### config.mk
export PLATFORM = sky130hd
export DESIGN_NAME = multiphase_startup_sequencer
export DESIGN_NICKNAME = d
export VERILOG_FILES = /design/src/hdl/startup_seq_pkg.sv /design/src/hdl/multiphase_startup_sequencer.sv
export SDC_FILE = /design/constraint.sdc
export NUM_CORES = 1
export LEC_CHECK = 0
export ABC_AREA = 1
export ABC_CLOCK_PERIOD_IN_PS = 3400
export BUFFER_PORTS_ARGS = -buffer_cell sky130_fd_sc_hd__buf_2
export CAP_MARGIN = 20
export CORE_ASPECT_RATIO = 0.8
export CORE_MARGIN = 4
export CORE_UTILIZATION = 45
export DETAILED_ROUTE_END_ITERATION = 10
export GPL_TIMING_DRIVEN = 0
export PLACE_DENSITY = 0.61
export SLEW_MARGIN = 20
export SYNTH_ARGS = -nofsm -noshare
export SYNTH_HDL_FRONTEND = slang
export SYNTH_SLANG_ARGS = --single-unit
### constraint.sdc
create_clock -name clk -period 3.4 [get_ports clk]
set_clock_uncertainty 0.15 [all_clocks]
set_input_delay 0.68 -clock clk [delete_from_list [all_inputs] [get_ports clk]]
set_output_delay 0.68 -clock clk [all_outputs]
set_load 0.02 [all_outputs]
### src/hdl/startup_seq_pkg.sv
// Constants and types shared by the multi-phase startup sequencer
package startup_seq_pkg;
  localparam int CLK_PERIOD_NS      = 10;
  localparam int NUM_PHASES         = 6;
  localparam int SENSED_PHASES      = 5;
  localparam int CODE_W             = 8;
  localparam int TIMER_W            = 24;
  localparam int COUNT_W            = 3;
  // Timer intervals, as printed
  localparam int ENABLE_DELAY_NS    = 2000000;
  localparam int BOOT_HOLD_NS       = 2000000;
  localparam int PG_BLANK_NS        = 2000000;
  localparam int PG_MASK_NS         = 100000;
  localparam int OV_STATIC_NS       = 400;
  localparam int OV_CHANGING_NS     = 100000;
  // Least times round up, longest times round down
  localparam int ENABLE_DELAY_CYC   = (ENABLE_DELAY_NS + CLK_PERIOD_NS - 1) / CLK_PERIOD_NS;
  localparam int BOOT_HOLD_CYC      = (BOOT_HOLD_NS + CLK_PERIOD_NS - 1) / CLK_PERIOD_NS;
  localparam int PG_BLANK_CYC       = (PG_BLANK_NS + CLK_PERIOD_NS - 1) / CLK_PERIOD_NS;
  localparam int PG_MASK_CYC        = (PG_MASK_NS + CLK_PERIOD_NS - 1) / CLK_PERIOD_NS;
  localparam int OV_STATIC_CYC      = OV_STATIC_NS / CLK_PERIOD_NS;
  localparam int OV_CHANGING_CYC    = OV_CHANGING_NS / CLK_PERIOD_NS;
  // Target code: linear, 6.25 mV per step, zero is off
  localparam int CODE_LSB_UV        = 6250;
  localparam int BOOT_MV            = 1100;
  localparam logic [CODE_W-1:0] BOOT_CODE = CODE_W'(BOOT_MV * 1000 / CODE_LSB_UV);
  localparam logic [CODE_W-1:0] ZERO_CODE = 8'h00;
  // Soft-start slew of 0.5 V/ms gives one code step per RAMP_STEP_CYC
  localparam int SS_SLEW_UV_PER_US  = 500;
  localparam int RAMP_STEP_NS       = CODE_LSB_UV * 1000 / SS_SLEW_UV_PER_US;
  localparam int RAMP_STEP_CYC      = (RAMP_STEP_NS + CLK_PERIOD_NS - 1) / CLK_PERIOD_NS;
  localparam int DETECT_TICKS       = 6;
  localparam logic [SENSED_PHASES-1:0] NO_PINS_HIGH = 5'h00;
  localparam logic [NUM_PHASES-1:0]    ALL_PHASES   = 6'h3F;

  typedef enum logic [3:0] {
    ST_IDLE, ST_EN_DELAY, ST_DETECT, ST_SOFT_START, ST_BOOT_HOLD,
    ST_FINAL_RAMP, ST_PG_MASK, ST_PG_BLANK, ST_RUN
  } seq_state_type;
endpackage

### src/hdl/multiphase_startup_sequencer.sv
// Startup sequencer, phase detection and phase output control
// Overview of operation
// Enable delay of 2 ms after qualification
// First six master ticks detect phases only
// Soft-start ramps target up to 1.1 V
// Hold boot level for 2 ms
// Sample code, ramp to final level
// Mask then blank power-good before asserting
// Six phases default; high pins drop count; code drops only the high pins contiguous from the sixth down
// Weak sink on pins two-six before soft-start
// Sensed high means unused, low active; code treats a high pin below a low pin as active
// First phase output low during detection
// Active pins lose sink, run as PWM
// Unused pins lose sink, go high-impedance
// Per-phase rate is master divided by count
// Each phase gated independently, overlap allowed
// Power-good blank lasts 2 ms
// Overvoltage forces outputs low after delay
// Loss of enable or supply restarts sequence
`timescale 1ns/100ps
module multiphase_startup_sequencer
  import startup_seq_pkg::*;
#(
  parameter int ENABLE_DELAY   = startup_seq_pkg::ENABLE_DELAY_CYC,
  parameter int BOOT_HOLD      = startup_seq_pkg::BOOT_HOLD_CYC,
  parameter int PG_BLANK       = startup_seq_pkg::PG_BLANK_CYC,
  parameter int PG_MASK        = startup_seq_pkg::PG_MASK_CYC,
  parameter int OV_CHANGING    = startup_seq_pkg::OV_CHANGING_CYC,
  parameter int RAMP_STEP      = startup_seq_pkg::RAMP_STEP_CYC
)(
  input  wire logic                                     clk,
  input  wire logic                                     rst_b,
  input  wire logic                                     enable,
  input  wire logic                                     supply_lockout_ok,
  input  wire logic                                     master_tick,
  input  wire logic [startup_seq_pkg::CODE_W-1:0]       vid_code,
  input  wire logic [startup_seq_pkg::NUM_PHASES-1:0]   pwm_demand,
  input  wire logic                                     overvoltage,
  input  wire logic                                     pg_window_ok,
  input  wire logic [startup_seq_pkg::SENSED_PHASES-1:0] phase_pin_high,
  output logic [startup_seq_pkg::NUM_PHASES-1:0]        phase_out,
  output logic [startup_seq_pkg::NUM_PHASES-1:0]        phase_oe_b,
  output logic [startup_seq_pkg::SENSED_PHASES-1:0]     phase_sink_en,
  output logic [startup_seq_pkg::NUM_PHASES-1:0]        phase_tick,
  output logic [startup_seq_pkg::COUNT_W-1:0]           active_count,
  output logic [startup_seq_pkg::CODE_W-1:0]            target_code,
  output logic                                          power_good_out,
  output logic                                          crowbar_active
);
  import startup_seq_pkg::*;

  // Active phases: six minus the pins held high contiguously from the sixth down
  function automatic logic [COUNT_W-1:0] count_active(input logic [SENSED_PHASES-1:0] high);
    logic [COUNT_W-1:0] n;
    logic               run;
    n   = COUNT_W'(NUM_PHASES);
    run = 1'b1;
    for (int k = SENSED_PHASES - 1; k >= 0; k--)
    begin
      run = run & high[k];
      if (run)
        n = n - 3'h1;
    end
    return n;
  endfunction

  // One bit per phase below the active count
  function automatic logic [NUM_PHASES-1:0] active_mask(input logic [COUNT_W-1:0] n);
    logic [NUM_PHASES-1:0] m;
    m = '0;
    for (int i = 0; i < NUM_PHASES; i++)
      m[i] = (COUNT_W'(i) < n);
    return m;
  endfunction

  localparam logic [TIMER_W-1:0] EN_DELAY_LAST  = TIMER_W'(ENABLE_DELAY - 1);
  localparam logic [TIMER_W-1:0] BOOT_HOLD_LAST = TIMER_W'(BOOT_HOLD - 1);
  localparam logic [TIMER_W-1:0] PG_BLANK_LAST  = TIMER_W'(PG_BLANK - 1);
  localparam logic [TIMER_W-1:0] PG_MASK_LAST   = TIMER_W'(PG_MASK - 1);
  localparam logic [TIMER_W-1:0] STEP_LAST      = TIMER_W'(RAMP_STEP - 1);
  localparam logic [TIMER_W-1:0] OV_STAT_LAST   = TIMER_W'(OV_STATIC_CYC - 1);
  localparam logic [TIMER_W-1:0] OV_CHG_LAST    = TIMER_W'(OV_CHANGING - 1);
  localparam logic [2:0]         DETECT_LAST    = 3'(DETECT_TICKS - 1);

  seq_state_type            state_q, state_d;
  logic [TIMER_W-1:0]       timer_q, timer_d;
  logic [TIMER_W-1:0]       step_q, step_d;
  logic [TIMER_W-1:0]       dly_q, dly_d;
  logic [2:0]               det_q, det_d;
  logic [SENSED_PHASES-1:0] high_q, high_d;
  logic [CODE_W-1:0]        goal_q, goal_d;
  logic [CODE_W-1:0]        target_q, target_d;
  logic [COUNT_W-1:0]       count_q, count_d;
  logic                     qualified;
  logic                     step_due;
  logic                     changing;

  assign qualified = enable & supply_lockout_ok;
  assign step_due  = (step_q == STEP_LAST);
  assign changing  = (state_q == ST_SOFT_START) || (state_q == ST_FINAL_RAMP)
                     || ((state_q == ST_RUN) && (target_q != goal_q));

  // Sequencer next state, timers, detection and target ramp
  always_comb
  begin
    state_d  = state_q;
    timer_d  = timer_q + 24'h000001;
    step_d   = step_due ? '0 : step_q + 24'h000001;
    dly_d    = (state_q == ST_EN_DELAY) ? dly_q + 24'h000001 : '0; // Separate delay count
    det_d    = det_q;
    high_d   = high_q;
    goal_d   = goal_q;
    target_d = target_q;
    count_d  = count_q;
    case (state_q)
      ST_IDLE:
      begin
        timer_d  = '0;
        target_d = ZERO_CODE;
        if (qualified)
          state_d = ST_EN_DELAY;
      end
      ST_EN_DELAY:
        if (timer_q == EN_DELAY_LAST)
        begin
          state_d = ST_DETECT;
          det_d   = '0;
          high_d  = NO_PINS_HIGH;
        end
      ST_DETECT:
        if (master_tick)
        begin
          high_d = phase_pin_high;
          det_d  = det_q + 3'h1;
          if (det_q == DETECT_LAST)
          begin
            count_d = count_active(phase_pin_high);
            state_d = ST_SOFT_START;
            step_d  = '0;
          end
        end
      ST_SOFT_START:
      begin
        timer_d = '0;
        if (target_q == BOOT_CODE)
          state_d = ST_BOOT_HOLD;
        else if (step_due)
          target_d = target_q + 8'h01;
      end
      ST_BOOT_HOLD:
        if (timer_q == BOOT_HOLD_LAST)
        begin
          goal_d  = vid_code;
          state_d = ST_FINAL_RAMP;
          step_d  = '0;
        end
      ST_FINAL_RAMP:
      begin
        timer_d = '0;
        if (target_q == goal_q)
          state_d = ST_PG_MASK;
        else if (step_due)
          target_d = (target_q < goal_q) ? target_q + 8'h01 : target_q - 8'h01;
      end
      ST_PG_MASK:
        if (timer_q == PG_MASK_LAST)
        begin
          state_d = ST_PG_BLANK;
          timer_d = '0;
        end
      ST_PG_BLANK:
        if (timer_q == PG_BLANK_LAST)
          state_d = ST_RUN;
      ST_RUN:
      begin
        timer_d = '0;
        goal_d  = vid_code;
        if (target_q != goal_q && step_due)
          target_d = (target_q < goal_q) ? target_q + 8'h01 : target_q - 8'h01;
      end
      default:
        state_d = ST_IDLE;
    endcase
    if (!qualified)
    begin
      state_d  = ST_IDLE;
      target_d = ZERO_CODE;
      timer_d  = '0;
    end
  end

  // Sequencer registers
  always_ff @(posedge clk or negedge rst_b)
  begin
    if (!rst_b)
    begin
      state_q  <= ST_IDLE;
      timer_q  <= '0;
      step_q   <= '0;
      dly_q    <= '0;
      det_q    <= '0;
      high_q   <= NO_PINS_HIGH;
      goal_q   <= ZERO_CODE;
      target_q <= ZERO_CODE;
      count_q  <= COUNT_W'(NUM_PHASES);
    end
    else
    begin
      state_q  <= state_d;
      timer_q  <= timer_d;
      step_q   <= step_d;
      dly_q    <= dly_d;
      det_q    <= det_d;
      high_q   <= high_d;
      goal_q   <= goal_d;
      target_q <= target_d;
      count_q  <= count_d;
    end
  end

  // Crowbar: overvoltage held for the delay forces outputs low
  logic [TIMER_W-1:0] ov_q, ov_d;
  logic               crow_q, crow_d;

  always_comb
  begin
    ov_d   = '0;
    crow_d = crow_q & overvoltage;
    if (overvoltage && !crow_q)
    begin
      ov_d = ov_q + 24'h000001;
      if (ov_q >= (changing ? OV_CHG_LAST : OV_STAT_LAST))
        crow_d = 1'b1;
    end
  end

  always_ff @(posedge clk or negedge rst_b)
  begin
    if (!rst_b)
    begin
      ov_q   <= '0;
      crow_q <= 1'b0;
    end
    else
    begin
      ov_q   <= ov_d;
      crow_q <= crow_d;
    end
  end

  // Phase pins, sinks, per-phase ticks and power-good
  logic [NUM_PHASES-1:0]    out_q, out_d, oe_b_q, oe_b_d, tick_q, tick_d;
  logic [SENSED_PHASES-1:0] sink_q, sink_d;
  logic [COUNT_W-1:0]       rot_q, rot_d;
  logic                     pg_q, pg_d;
  logic                     pwm_phase;
  logic                     pre_soft;
  logic [NUM_PHASES-1:0]    act;

  assign pwm_phase = (state_q != ST_IDLE) && (state_q != ST_EN_DELAY) && (state_q != ST_DETECT);
  assign pre_soft  = (state_q == ST_IDLE) || (state_q == ST_EN_DELAY) || (state_q == ST_DETECT);
  assign act       = active_mask(count_q);

  always_comb
  begin
    sink_d = (enable && pre_soft) ? '1 : '0;
    rot_d  = rot_q;
    tick_d = '0;
    if (master_tick && pwm_phase)
    begin
      tick_d[rot_q] = 1'b1;
      rot_d = (rot_q >= count_q - 3'h1) ? '0 : rot_q + 3'h1;
    end
    else if (!pwm_phase)
      rot_d = '0;
    for (int i = 0; i < NUM_PHASES; i++)
    begin
      out_d[i]  = pwm_phase && act[i] && !crow_q && pwm_demand[i];
      oe_b_d[i] = 1'b1;
      if (i == 0)
        oe_b_d[i] = 1'b0;
      else if (pwm_phase)
        oe_b_d[i] = !act[i]; // see R11
      else if (state_q == ST_IDLE && !enable)
        oe_b_d[i] = !act[i];
    end
    if (crow_q)
      oe_b_d = oe_b_d & ~act;
    pg_d = (state_q == ST_RUN) && pg_window_ok && !crow_q;
  end

  always_ff @(posedge clk or negedge rst_b)
  begin
    if (!rst_b)
    begin
      out_q  <= '0;
      oe_b_q <= ALL_PHASES;
      tick_q <= '0;
      sink_q <= '0;
      rot_q  <= '0;
      pg_q   <= 1'b0;
    end
    else
    begin
      out_q  <= out_d;
      oe_b_q <= oe_b_d;
      tick_q <= tick_d;
      sink_q <= sink_d;
      rot_q  <= rot_d;
      pg_q   <= pg_d;
    end
  end

  assign phase_out      = out_q;
  assign phase_oe_b     = oe_b_q;
  assign phase_sink_en  = sink_q;
  assign phase_tick     = tick_q;
  assign active_count   = count_q;
  assign target_code    = target_q;
  assign power_good_out = pg_q;
  assign crowbar_active = crow_q;
endmodule

==> results of run 1 <==
logic make-up after synthesis:
logic type | Yosys count | share of synthesized area (%)
AOI/OAI and AO/OA | 74 | 6.24
xor gates and xnor gates | 35 | 4.16
other | 1 | 0.0509
DFF | 122 | 41.6
buffers and inverters | 143 | 7.95
and+or+nand+nor | 567 | 35.1
adders and majority gates | 29 | 4.93
area by class of cell:
cell class              instances  area [sq um]
repair buffers                 62           339
well taps                     215           269
clock buffers                  21           470
clock inverters                11           118
flip-flops and latches        122          3060
multi-input cells             706          3710
inverters                     129           487
fillers                      1551          7340
plain buffers                  14          98.8
cells in the mapped netlist (2+ instances only):
cell type and instances:
nor3b_1 5, nand2_4 2, o21ai_1 3, nor2_1 173, o21ai_2 2, a21oi_1 21
nand3b_1 6, nand3_1 57, nor2_2 7, buf_2 3, o211a_1 2, dfstp_2 8
buf_6 3, a211oi_1 2, inv_1 117, nor3b_2 2, inv_2 9, clkbuf_1 2
dfrtp_1 114, nand3_2 3, nor3_2 6, nor3_4 2, clkinv_1 2, nand2_1 214
xnor2_1 9, ha_1 29, xor2_1 26, buf_4 5, nor3_1 38, nor2_4 2
nand2_2 8, nand3_4 2, a31oi_1 5, a211oi_2 2, nand4_1 30, o21ai_0 27
nor4_1 10
power by group:
group,total [mW],switching (mW),internal (mW)
logic,0.345,0.213,0.132
registers,1.60,0.0656,1.53
clock network,1.80,0.664,1.13
total,3.74,0.943,2.79
sequential cells by signal, summed over array words and instances, names as in the netlist, 3 cells and up:
register / count
ov_q: 24
step_q: 24
timer_q: 24
goal_q: 8
target_code: 8
phase_oe_b: 6
phase_out: 6
phase_tick: 6
state_q: 4
active_count: 3
det_q: 3
rot_q: 3
per-layer routing:
metal / part of all wire (%) / GRT usage, % / wire, um
met5: 0 / 0 / 0
met4: 0.84 / 4.87 / 146
met2: 40 / 27.2 / 6930
met3: 5.9 / 4.13 / 1020
met1: 53 / 31.4 / 9260
through the flow:
step                setup WS, ns  TNS (ns)
floorplan                  0.819         0
global placement          -0.117    -11.45
detailed placement         0.318         0
CTS                        0.313         0
global route              0.0696         0
finish                     0.336         0
final timing paths:
kind / cells after the start / endpoint / slack, ns / start
min in group clk: 3 / goal_q[6] / 0.32 / vid_code[6]
worst min-delay path: 1 / step_q[9] / 0.04 / rst_b
worst min register to register: 1 / ov_q[0] / 0.34 / ov_q[0]
max in group asynchronous: 2 / phase_oe_b[0] / 2.30 / rst_b
worst max-delay path: 11 / crowbar_active / 0.34 / target_code[7]
worst max register to register: 11 / crowbar_active / 0.34 / target_code[7]
==> impl_metrics.json, run 1 <==
{
  "dpl-instance-area_sq_um": 7970,
  "period_share_pct": 90.1,
  "drc": 0,
  "min_path_type": "in2async",
  "drv_slew": 0,
  "core_area_sq_um": 15900,
  "cp-start-kind": "register",
  "p_leak_nw": 4.16,
  "clock_latency_ns": 0.42,
  "fmax_ghz": 0.326,
  "area_growth_pct": 16.2,
  "clock-sinks": 122,
  "die-area_sq_um": 18500,
  "synth_edf_count": 0,
  "cts_tree": "done",
  "p_per_area_nw_per_um2": 437,
  "cts_root_buffer": "clkbuf_16",
  "start_util_pct": 46.3,
  "cts_buffer_depth": 2,
  "layout_commonest_cell": "nand2_1",
  "cp_max_fo": 7,
  "hold_viol_final": 0,
  "cts_max_level": 4,
  "ant_nets": 0,
  "synth_seq_cells": 122,
  "fp.dieW_um": 151,
  "antenna_found_initial": 0,
  "synth_top_cell_area_share_pct": 38.7,
  "ys.flop_type": "dfrtp_1",
  "drv_cap": 0,
  "worstPathArrival_ns": 3.21,
  "setup_viol": 0,
  "critPathMaxStageDelay_ns": 0.62,
  "num_rows": 41,
  "worst_slew_pin_slew_ns": 0.714,
  "finalInstanceArea_sq_um": 8560,
  "netlist_area_sq_um": 7360,
  "slew_headroom_pct": 52.4,
  "yosysWarnings": 0,
  "ir_worst_vdd_uv": 328,
  "dp.cells": 1248,
  "grt_setup_unrepaired": "no",
  "grt_max_degree": 78,
  "path_buf_inv": 0,
  "synthArstFlopShare_pct": 100,
  "cp.required_ns": 3.55,
  "postCtsHoldBufs": 0,
  "finalPower_mw": 3.74,
  "portBuffers": 61,
  "nets": 1107,
  "finalNonFillerCells": 1280,
  "finalWeightedCongestion": 0.919,
  "fin_crit_ns": 3.06,
  "most-common-layout-cells": "nand2_1 (214), nor2_1 (173), inv_1 (117), dfrtp_1 (114), buf_2 (63)",
  "utilization_pct": 53.8,
  "cp_slowest_cell": "a21oi_1",
  "routed_wl_um": 17400,
  "clk_pin_slew_ns": 0.06,
  "postCtsSetupBuffers": 0,
  "drive_gt1_share_pct": 15.4,
  "cts_buffers": 17,
  "post_cts_resized": 0,
  "post_drt_wl_per_cell_um": 13.6,
  "syn_avg_cell_area_sq_um": 7.58,
  "num_antenna_cells": 0,
  "outcome": "finished clean",
  "syn-instance-count": 971,
  "synth_area_leaders": "dfrtp_1 (39%), nand2_1 (11%), nor2_1 (8.8%)",
  "path_delay_family": "compound AO/OA/AOI/OAI gates",
  "io_pins": 62,
  "die_h_um": 122,
  "holdWs_ns": 0.0364,
  "vias_per_cell": 5.01,
  "synth_cell_types": 50,
  "crit_chain": "ha_1 > nand2_1 > nor2_1 > nand2_1 > a21oi_1 > ha_1 > a21o_1 > a211oi_1 > o21ai_0 > nand3_1 > a21oi_1",
  "grt.total_usage_pct": 19.8,
  "ys_seq_area_share_pct": 41.6,
  "grt_pass1_wl_um": 29200,
  "synth.largest_area_cell": "dfrtp_1",
  "hpwl_um": 13000,
  "critPathKind": "reg2reg",
  "grt_overflow_total": 0,
  "vias": 6415,
  "grt_pass1_vias": 5935,
  "syn_nets": 1026,
  "cp-end-kind": "register",
  "firstDrtPassIters": 5,
  "drt_iter0_markers": 496
}
(Power assumes the default switching activity.)
==> run 2: changes to the inputs <==
--- a/config.mk
+++ b/config.mk
@@ -12,9 +12,11 @@
 export CORE_ASPECT_RATIO = 0.8
 export CORE_MARGIN = 4
 export CORE_UTILIZATION = 45
+export CTS_CLUSTER_SIZE = 10
 export DETAILED_ROUTE_END_ITERATION = 10
 export GPL_TIMING_DRIVEN = 0
 export PLACE_DENSITY = 0.61
+export RECOVER_POWER = 25
 export SLEW_MARGIN = 20
 export SYNTH_ARGS = -nofsm -noshare
 export SYNTH_HDL_FRONTEND = slang
==> run 2 against run 1 <==
  * The flow now finishes with violations (max-capacitance violations, max-slew violations)
  * Die area is the same
  * Flip-flop and latch count is the same
  * Hold slack gained 0.28 ns
  * Non-clock buffer count is the same
  * Worst setup slack lost 0.0019 ns
  * First-iteration DRC count is the same
  * Via count is essentially flat
  * Total power is essentially flat
  * Combinational power is essentially flat
  * Sequential power is essentially flat
  * Wire length is essentially flat
  * Critical endpoint unchanged
==> impl_metrics.json, run 2 (same netlist as run 1, synthesis figures left out) <==
{
  "outcome": "finished, violations left",
  "violations": "max-capacitance violations, max-slew violations",
  "num_rows": 41,
  "min_path_type": "in2reg",
  "p_per_area_nw_per_um2": 437,
  "most-common-layout-cells": "nand2_1 (214), nor2_1 (173), inv_1 (117), dfrtp_1 (114), buf_2 (63)",
  "drv_slew": 46,
  "cts_tree": "done",
  "multi_input_area_sq_um": 3710,
  "fmax_ghz": 0.326,
  "finalInstanceArea_sq_um": 8550,
  "min_delay_worst_endpoint": "goal_q[6]",
  "worst_slew_pin_slew_ns": 2.53,
  "min_path_cells": 3,
  "period_share_pct": 90.2,
  "vias_per_cell": 5.01,
  "cp_max_fo": 7,
  "slew_headroom_pct": -68.9,
  "grt_overflow_total": 0,
  "hpwl_um": 13000,
  "die_h_um": 122,
  "cp.required_ns": 3.54,
  "critPathMaxStageDelay_ns": 0.62,
  "r2r_cells": 11,
  "hold_viol_final": 0,
  "r2r_start": "target_code[7]",
  "grt_pass1_wl_um": 29200,
  "drt_iter0_markers": 496,
  "cp-end-kind": "register",
  "utilization_pct": 53.8,
  "area_growth_pct": 16.1,
  "grt_setup_unrepaired": "no",
  "register_area_sq_um": 3060,
  "post_cts_resized": 0,
  "vias": 6412,
  "cp_slowest_cell": "a21oi_1",
  "critPathKind": "reg2reg",
  "r2r_slack_ns": 0.33,
  "n_fill_cell": 1553,
  "routed_wl_um": 17400,
  "p_leak_nw": 4.15,
  "cts_buffer_depth": 2,
  "drc": 0,
  "grt_pass1_vias": 5935,
  "cts_root_buffer": "clkbuf_16",
  "cts_buffers": 17,
  "num_antenna_cells": 0,
  "crit_chain": "ha_1 > nand2_1 > nor2_1 > nand2_1 > a21oi_1 > ha_1 > a21o_1 > a211oi_1 > o21ai_0 > nand3_1 > a21oi_1",
  "clk_pin_slew_ns": 0.06,
  "firstDrtPassIters": 5,
  "drive_gt1_share_pct": 15.3,
  "fp.dieW_um": 151,
  "worstPathArrival_ns": 3.21,
  "core_area_sq_um": 15900,
  "cts_max_level": 4,
  "postCtsSetupBuffers": 0,
  "drv_cap": 1,
  "antenna_found_initial": 0,
  "timing.rr.end": "crowbar_active",
  "reg_top3": "ov_q: 24 flops, step_q: 24 flops, timer_q: 24 flops",
  "dpl-instance-area_sq_um": 7970,
  "ant_nets": 0,
  "grt_max_degree": 78,
  "layout_commonest_cell": "nand2_1",
  "postCtsHoldBufs": 0,
  "start_util_pct": 46.3,
  "portBuffers": 61,
  "nets": 1107,
  "grt.total_usage_pct": 19.8,
  "clock_latency_ns": 0.42,
  "post_drt_wl_per_cell_um": 13.6,
  "finalWeightedCongestion": 0.919,
  "hp-start": "vid_code[6]",
  "fin_tns_setup_ns": 0,
  "fin_crit_ns": 3.07,
  "setup_viol": 0,
  "io_pins": 62,
  "cp-start-kind": "register",
  "ir_worst_vdd_uv": 325,
  "die-area_sq_um": 18500,
  "clock-sinks": 122
}
[run 2: metal layers]
layer | vias to the layer above | share of wire, % | GRT usage [%]
li1 | 3299 | - | -
met1 | 2928 | 53 | 31.4
met2 | 173 | 40 | 27.2
met3 | 12 | 6.0 | 4.13
met4 | 0 | 0.86 | 4.87
met5 | - | 0 | 0
[run 2: worst max-delay path: cells and delay by family, from the launching register on]
kind | cells | cell delay, ns
AO/OA/AOI/OAI | 5 | 1.16
adder cells (fa/ha/maj) | 2 | 0.70
AND/OR/NAND/NOR | 4 | 0.47
flip-flops | 1 | 0.45
[run 2: how the worst max path moves through the flow]
stage / from / end / slack, ns / cells past startpoint
3_3_place_gp: rst_b / ov_q[4] / -0.12 / 1
6_report: target_code[7] / crowbar_active / 0.33 / 11
2_1_floorplan: target_code[0] / crowbar_active / 0.82 / 12
5_1_grt: target_code[7] / crowbar_active / 0.07 / 11
3_5_place_dp: target_code[7] / crowbar_active / 0.32 / 11
4_1_cts: target_code[7] / crowbar_active / 0.31 / 11
[run 2: layout make-up]
type,instances,area share (%)
plain buffers,14,1.16
clock buffers,21,5.50
clock inverters,11,1.38
inverters,129,5.69
multi-input cells,706,43.4
flip-flops and latches,122,35.8
well taps,215,3.15
repair buffers,62,3.88
[run 2: power by group]
group / internal (mW) / switching, mW / total (mW)
registers: 1.53 / 0.0657 / 1.60
clock network: 1.13 / 0.661 / 1.79
logic: 0.131 / 0.214 / 0.345
total: 2.79 / 0.940 / 3.73
[run 2: stage by stage]
step | setup slack [ns] | instances | total power [mW] | hold slack (ns)
6_report | 0.334 | 1280 | 3.73 | 0.319
5_1_grt | 0.0696 | 1280 | 3.92 | 0.309
4_1_cts | 0.313 | 1280 | 3.79 | 0.0434
3_5_place_dp | 0.318 | 1248 | 1.97 | 0.334
3_3_place_gp | -0.117 | 1247 | 1.95 | 0.330
2_1_floorplan | 0.819 | 971 | 1.85 | 0.234
==> run 3: changes to the inputs <==
--- a/config.mk
+++ b/config.mk
@@ -9,14 +9,15 @@
 export ABC_CLOCK_PERIOD_IN_PS = 3400
 export BUFFER_PORTS_ARGS = -buffer_cell sky130_fd_sc_hd__buf_2
 export CAP_MARGIN = 20
+export CELL_PAD_IN_SITES_DETAIL_PLACEMENT = 0
+export CELL_PAD_IN_SITES_GLOBAL_PLACEMENT = 2
 export CORE_ASPECT_RATIO = 0.8
 export CORE_MARGIN = 4
-export CORE_UTILIZATION = 45
+export CORE_UTILIZATION = 35
 export CTS_CLUSTER_SIZE = 10
 export DETAILED_ROUTE_END_ITERATION = 10
 export GPL_TIMING_DRIVEN = 0
-export PLACE_DENSITY = 0.61
-export RECOVER_POWER = 25
+export PLACE_DENSITY = 0.78
 export SLEW_MARGIN = 20
 export SYNTH_ARGS = -nofsm -noshare
 export SYNTH_HDL_FRONTEND = slang
==> run 3 against run 2 <==
  * The flow now finishes without violations
  * Wire length rose by 16%
  * First-iteration DRC count fell by 19%
  * Cell count rose by 4.2%
  * Utilization fell by 12 points
  * Register-to-register slack improved by 0.02 ns
  * Worst setup slack improved by 0.024 ns
==> impl_metrics.json, run 3 (same netlist as run 1, synthesis figures left out) <==
{
  "most-common-layout-cells": "nand2_1 (214), nor2_1 (173), inv_1 (117), dfrtp_1 (114), buf_2 (63)",
  "cts_buffers": 17,
  "use_met3_pct": 4.39,
  "setup_ws_ns": 0.358,
  "core_area_sq_um": 20700,
  "power.share.clock_pct": 47.1,
  "cp-end-kind": "register",
  "finalPower_mw": 3.68,
  "grt_max_degree": 66,
  "p_sw_mw": 1.05,
  "cts_tree": "done",
  "num_rows": 47,
  "top_usage_layer": "met1",
  "critPathKind": "reg2reg",
  "p_leak_nw": 4.14,
  "drv_slew": 0,
  "finalInstanceArea_sq_um": 8600,
  "ant_nets": 0,
  "grt_pass1_wl_um": 33300,
  "die_h_um": 138,
  "use_met1_pct": 28.8,
  "seqPwrFrac_pct": 43.3,
  "fp.dieW_um": 170,
  "outcome": "finished clean",
  "period_share_pct": 89.5,
  "cp_max_fo": 7,
  "start_util_pct": 35.6,
  "grt_pass1_vias": 6153,
  "antenna_found_initial": 0,
  "finalWeightedCongestion": 0.858,
  "r2r_cells": 11,
  "holdWs_ns": 0.00380,
  "cts_root_buffer": "clkbuf_16",
  "fin_crit_ns": 3.04,
  "grt.total_usage_pct": 18.1,
  "combPwrFrac_pct": 9.6,
  "post_drt_wl_per_cell_um": 15.2,
  "io_pins": 62,
  "postCtsSetupBuffers": 0,
  "pre_cts_ws_ns": 0.0238,
  "setup_viol": 0,
  "p_int_mw": 2.63,
  "layout_commonest_cell": "nand2_1",
  "worstPathArrival_ns": 3.21,
  "min_path_type": "in2async",
  "clock_latency_ns": 0.43,
  "worst_slew_pin_slew_ns": 0.693,
  "finalNonFillerCells": 1334,
  "cp.required_ns": 3.57,
  "dp.cells": 1302,
  "p_per_area_nw_per_um2": 428,
  "grt_overflow_total": 0,
  "switching_share_pct": 28.6,
  "drive_gt1_share_pct": 15.6,
  "portBuffers": 61,
  "ir_worst_vdd_uv": 279,
  "clk_pin_slew_ns": 0.06,
  "drv_cap": 0,
  "grt_use_met2_pct": 23.8,
  "grt_setup_unrepaired": "no",
  "die-area_sq_um": 23400,
  "hpwl_um": 15200,
  "reg_top3": "ov_q: 24 flops, step_q: 24 flops, timer_q: 24 flops",
  "vias_per_cell": 4.79,
  "cts_max_level": 4,
  "nets": 1107,
  "slew_headroom_pct": 53.6,
  "num_antenna_cells": 0,
  "hold_viol_final": 0,
  "area_growth_pct": 16.8,
  "firstDrtPassIters": 5,
  "routed_wl_um": 20200,
  "clock-sinks": 122,
  "dpl-instance-area_sq_um": 8040,
  "cp-start-kind": "register",
  "cts_buffer_depth": 2,
  "fmax_ghz": 0.329,
  "drc": 0,
  "drt_iter0_markers": 404,
  "vias": 6389
}
run 3: changes by cell type in the layout (fill, tap and decap cells not counted):
cell / change
a21oi_1: -1
a21oi_2: +1
buf_8: +1
bufinv_16: -2
clkbuf_1: -2
clkbuf_8: -2
clkinv_2: -3
clkinv_4: +1
clkinvlp_4: +1
inv_6: +5
inv_8: +1
run 3: layout make-up:
type                            count  area [sq um]
Timing Repair Buffer               62           343
Clock inverter                     14           114
Sequential cell                   122          3060
Inverter                          129           487
Buffer                             14          98.8
Clock buffer                       18           439
Fill cell                        2203         12100
Multi-Input combinational cell    706          3720
Tap cell                          269           337
run 3: power groups by stage:
stage,Combinational (mW),Clock [mW],Sequential (mW)
4_1_cts,0.361,1.78,1.60
6_report,0.353,1.73,1.60
5_1_grt,0.408,1.86,1.61
3_5_place_dp,0.360,0,1.62
2_1_floorplan,0.228,0,1.62
3_3_place_gp,0.350,0,1.62
run 3: path summary, 6_finish.rpt:
path	start	slack, ns	to
setup reg to reg	target_code[7]	0.36	crowbar_active
max in group asynchronous	rst_b	2.39	ov_q[0]
min in group clk	vid_code[2]	0.30	goal_q[2]
setup / recovery	target_code[7]	0.36	crowbar_active
hold reg to reg	step_q[0]	0.33	step_q[0]
hold / removal	rst_b	0.004	step_q[13]
run 3: critical path: stages, from the launching register on:
cell	delay [ns]
dfrtp_1	0.47
ha_1	0.34
nand2_1	0.07
nor2_1	0.15
nand2_1	0.20
a21oi_2	0.45
ha_1	0.33
a21o_1	0.18
a211oi_1	0.17
o21ai_0	0.20
nand3_1	0.13
a21oi_1	0.07
run 3: what timing repair did:
item                       4_1_cts  5_1_grt
hold buffers                     0        0
setup endpoints to repair        0        1
gates resized for setup          0        1
run 3: routing by layer:
metal | part of all wire, % | vias up | routed length (um)
li1 | - | 3301 | -
met1 | 54 | 2917 | 10900
met2 | 39 | 157 | 7860
met3 | 6.4 | 14 | 1280
met4 | 0.82 | 0 | 165
met5 | 0 | - | 0
run 3: per-stage QoR:
| step | util [%] | setup TNS, ns |
|---|---|---|
| floorplan | - | 0 |
| detailed placement | 38.9 | 0 |
| global route | 41.5 | 0 |
| global placement | 38.7 | -33.91 |
| finish | 41.5 | 0 |
| CTS | 41.5 | 0 |
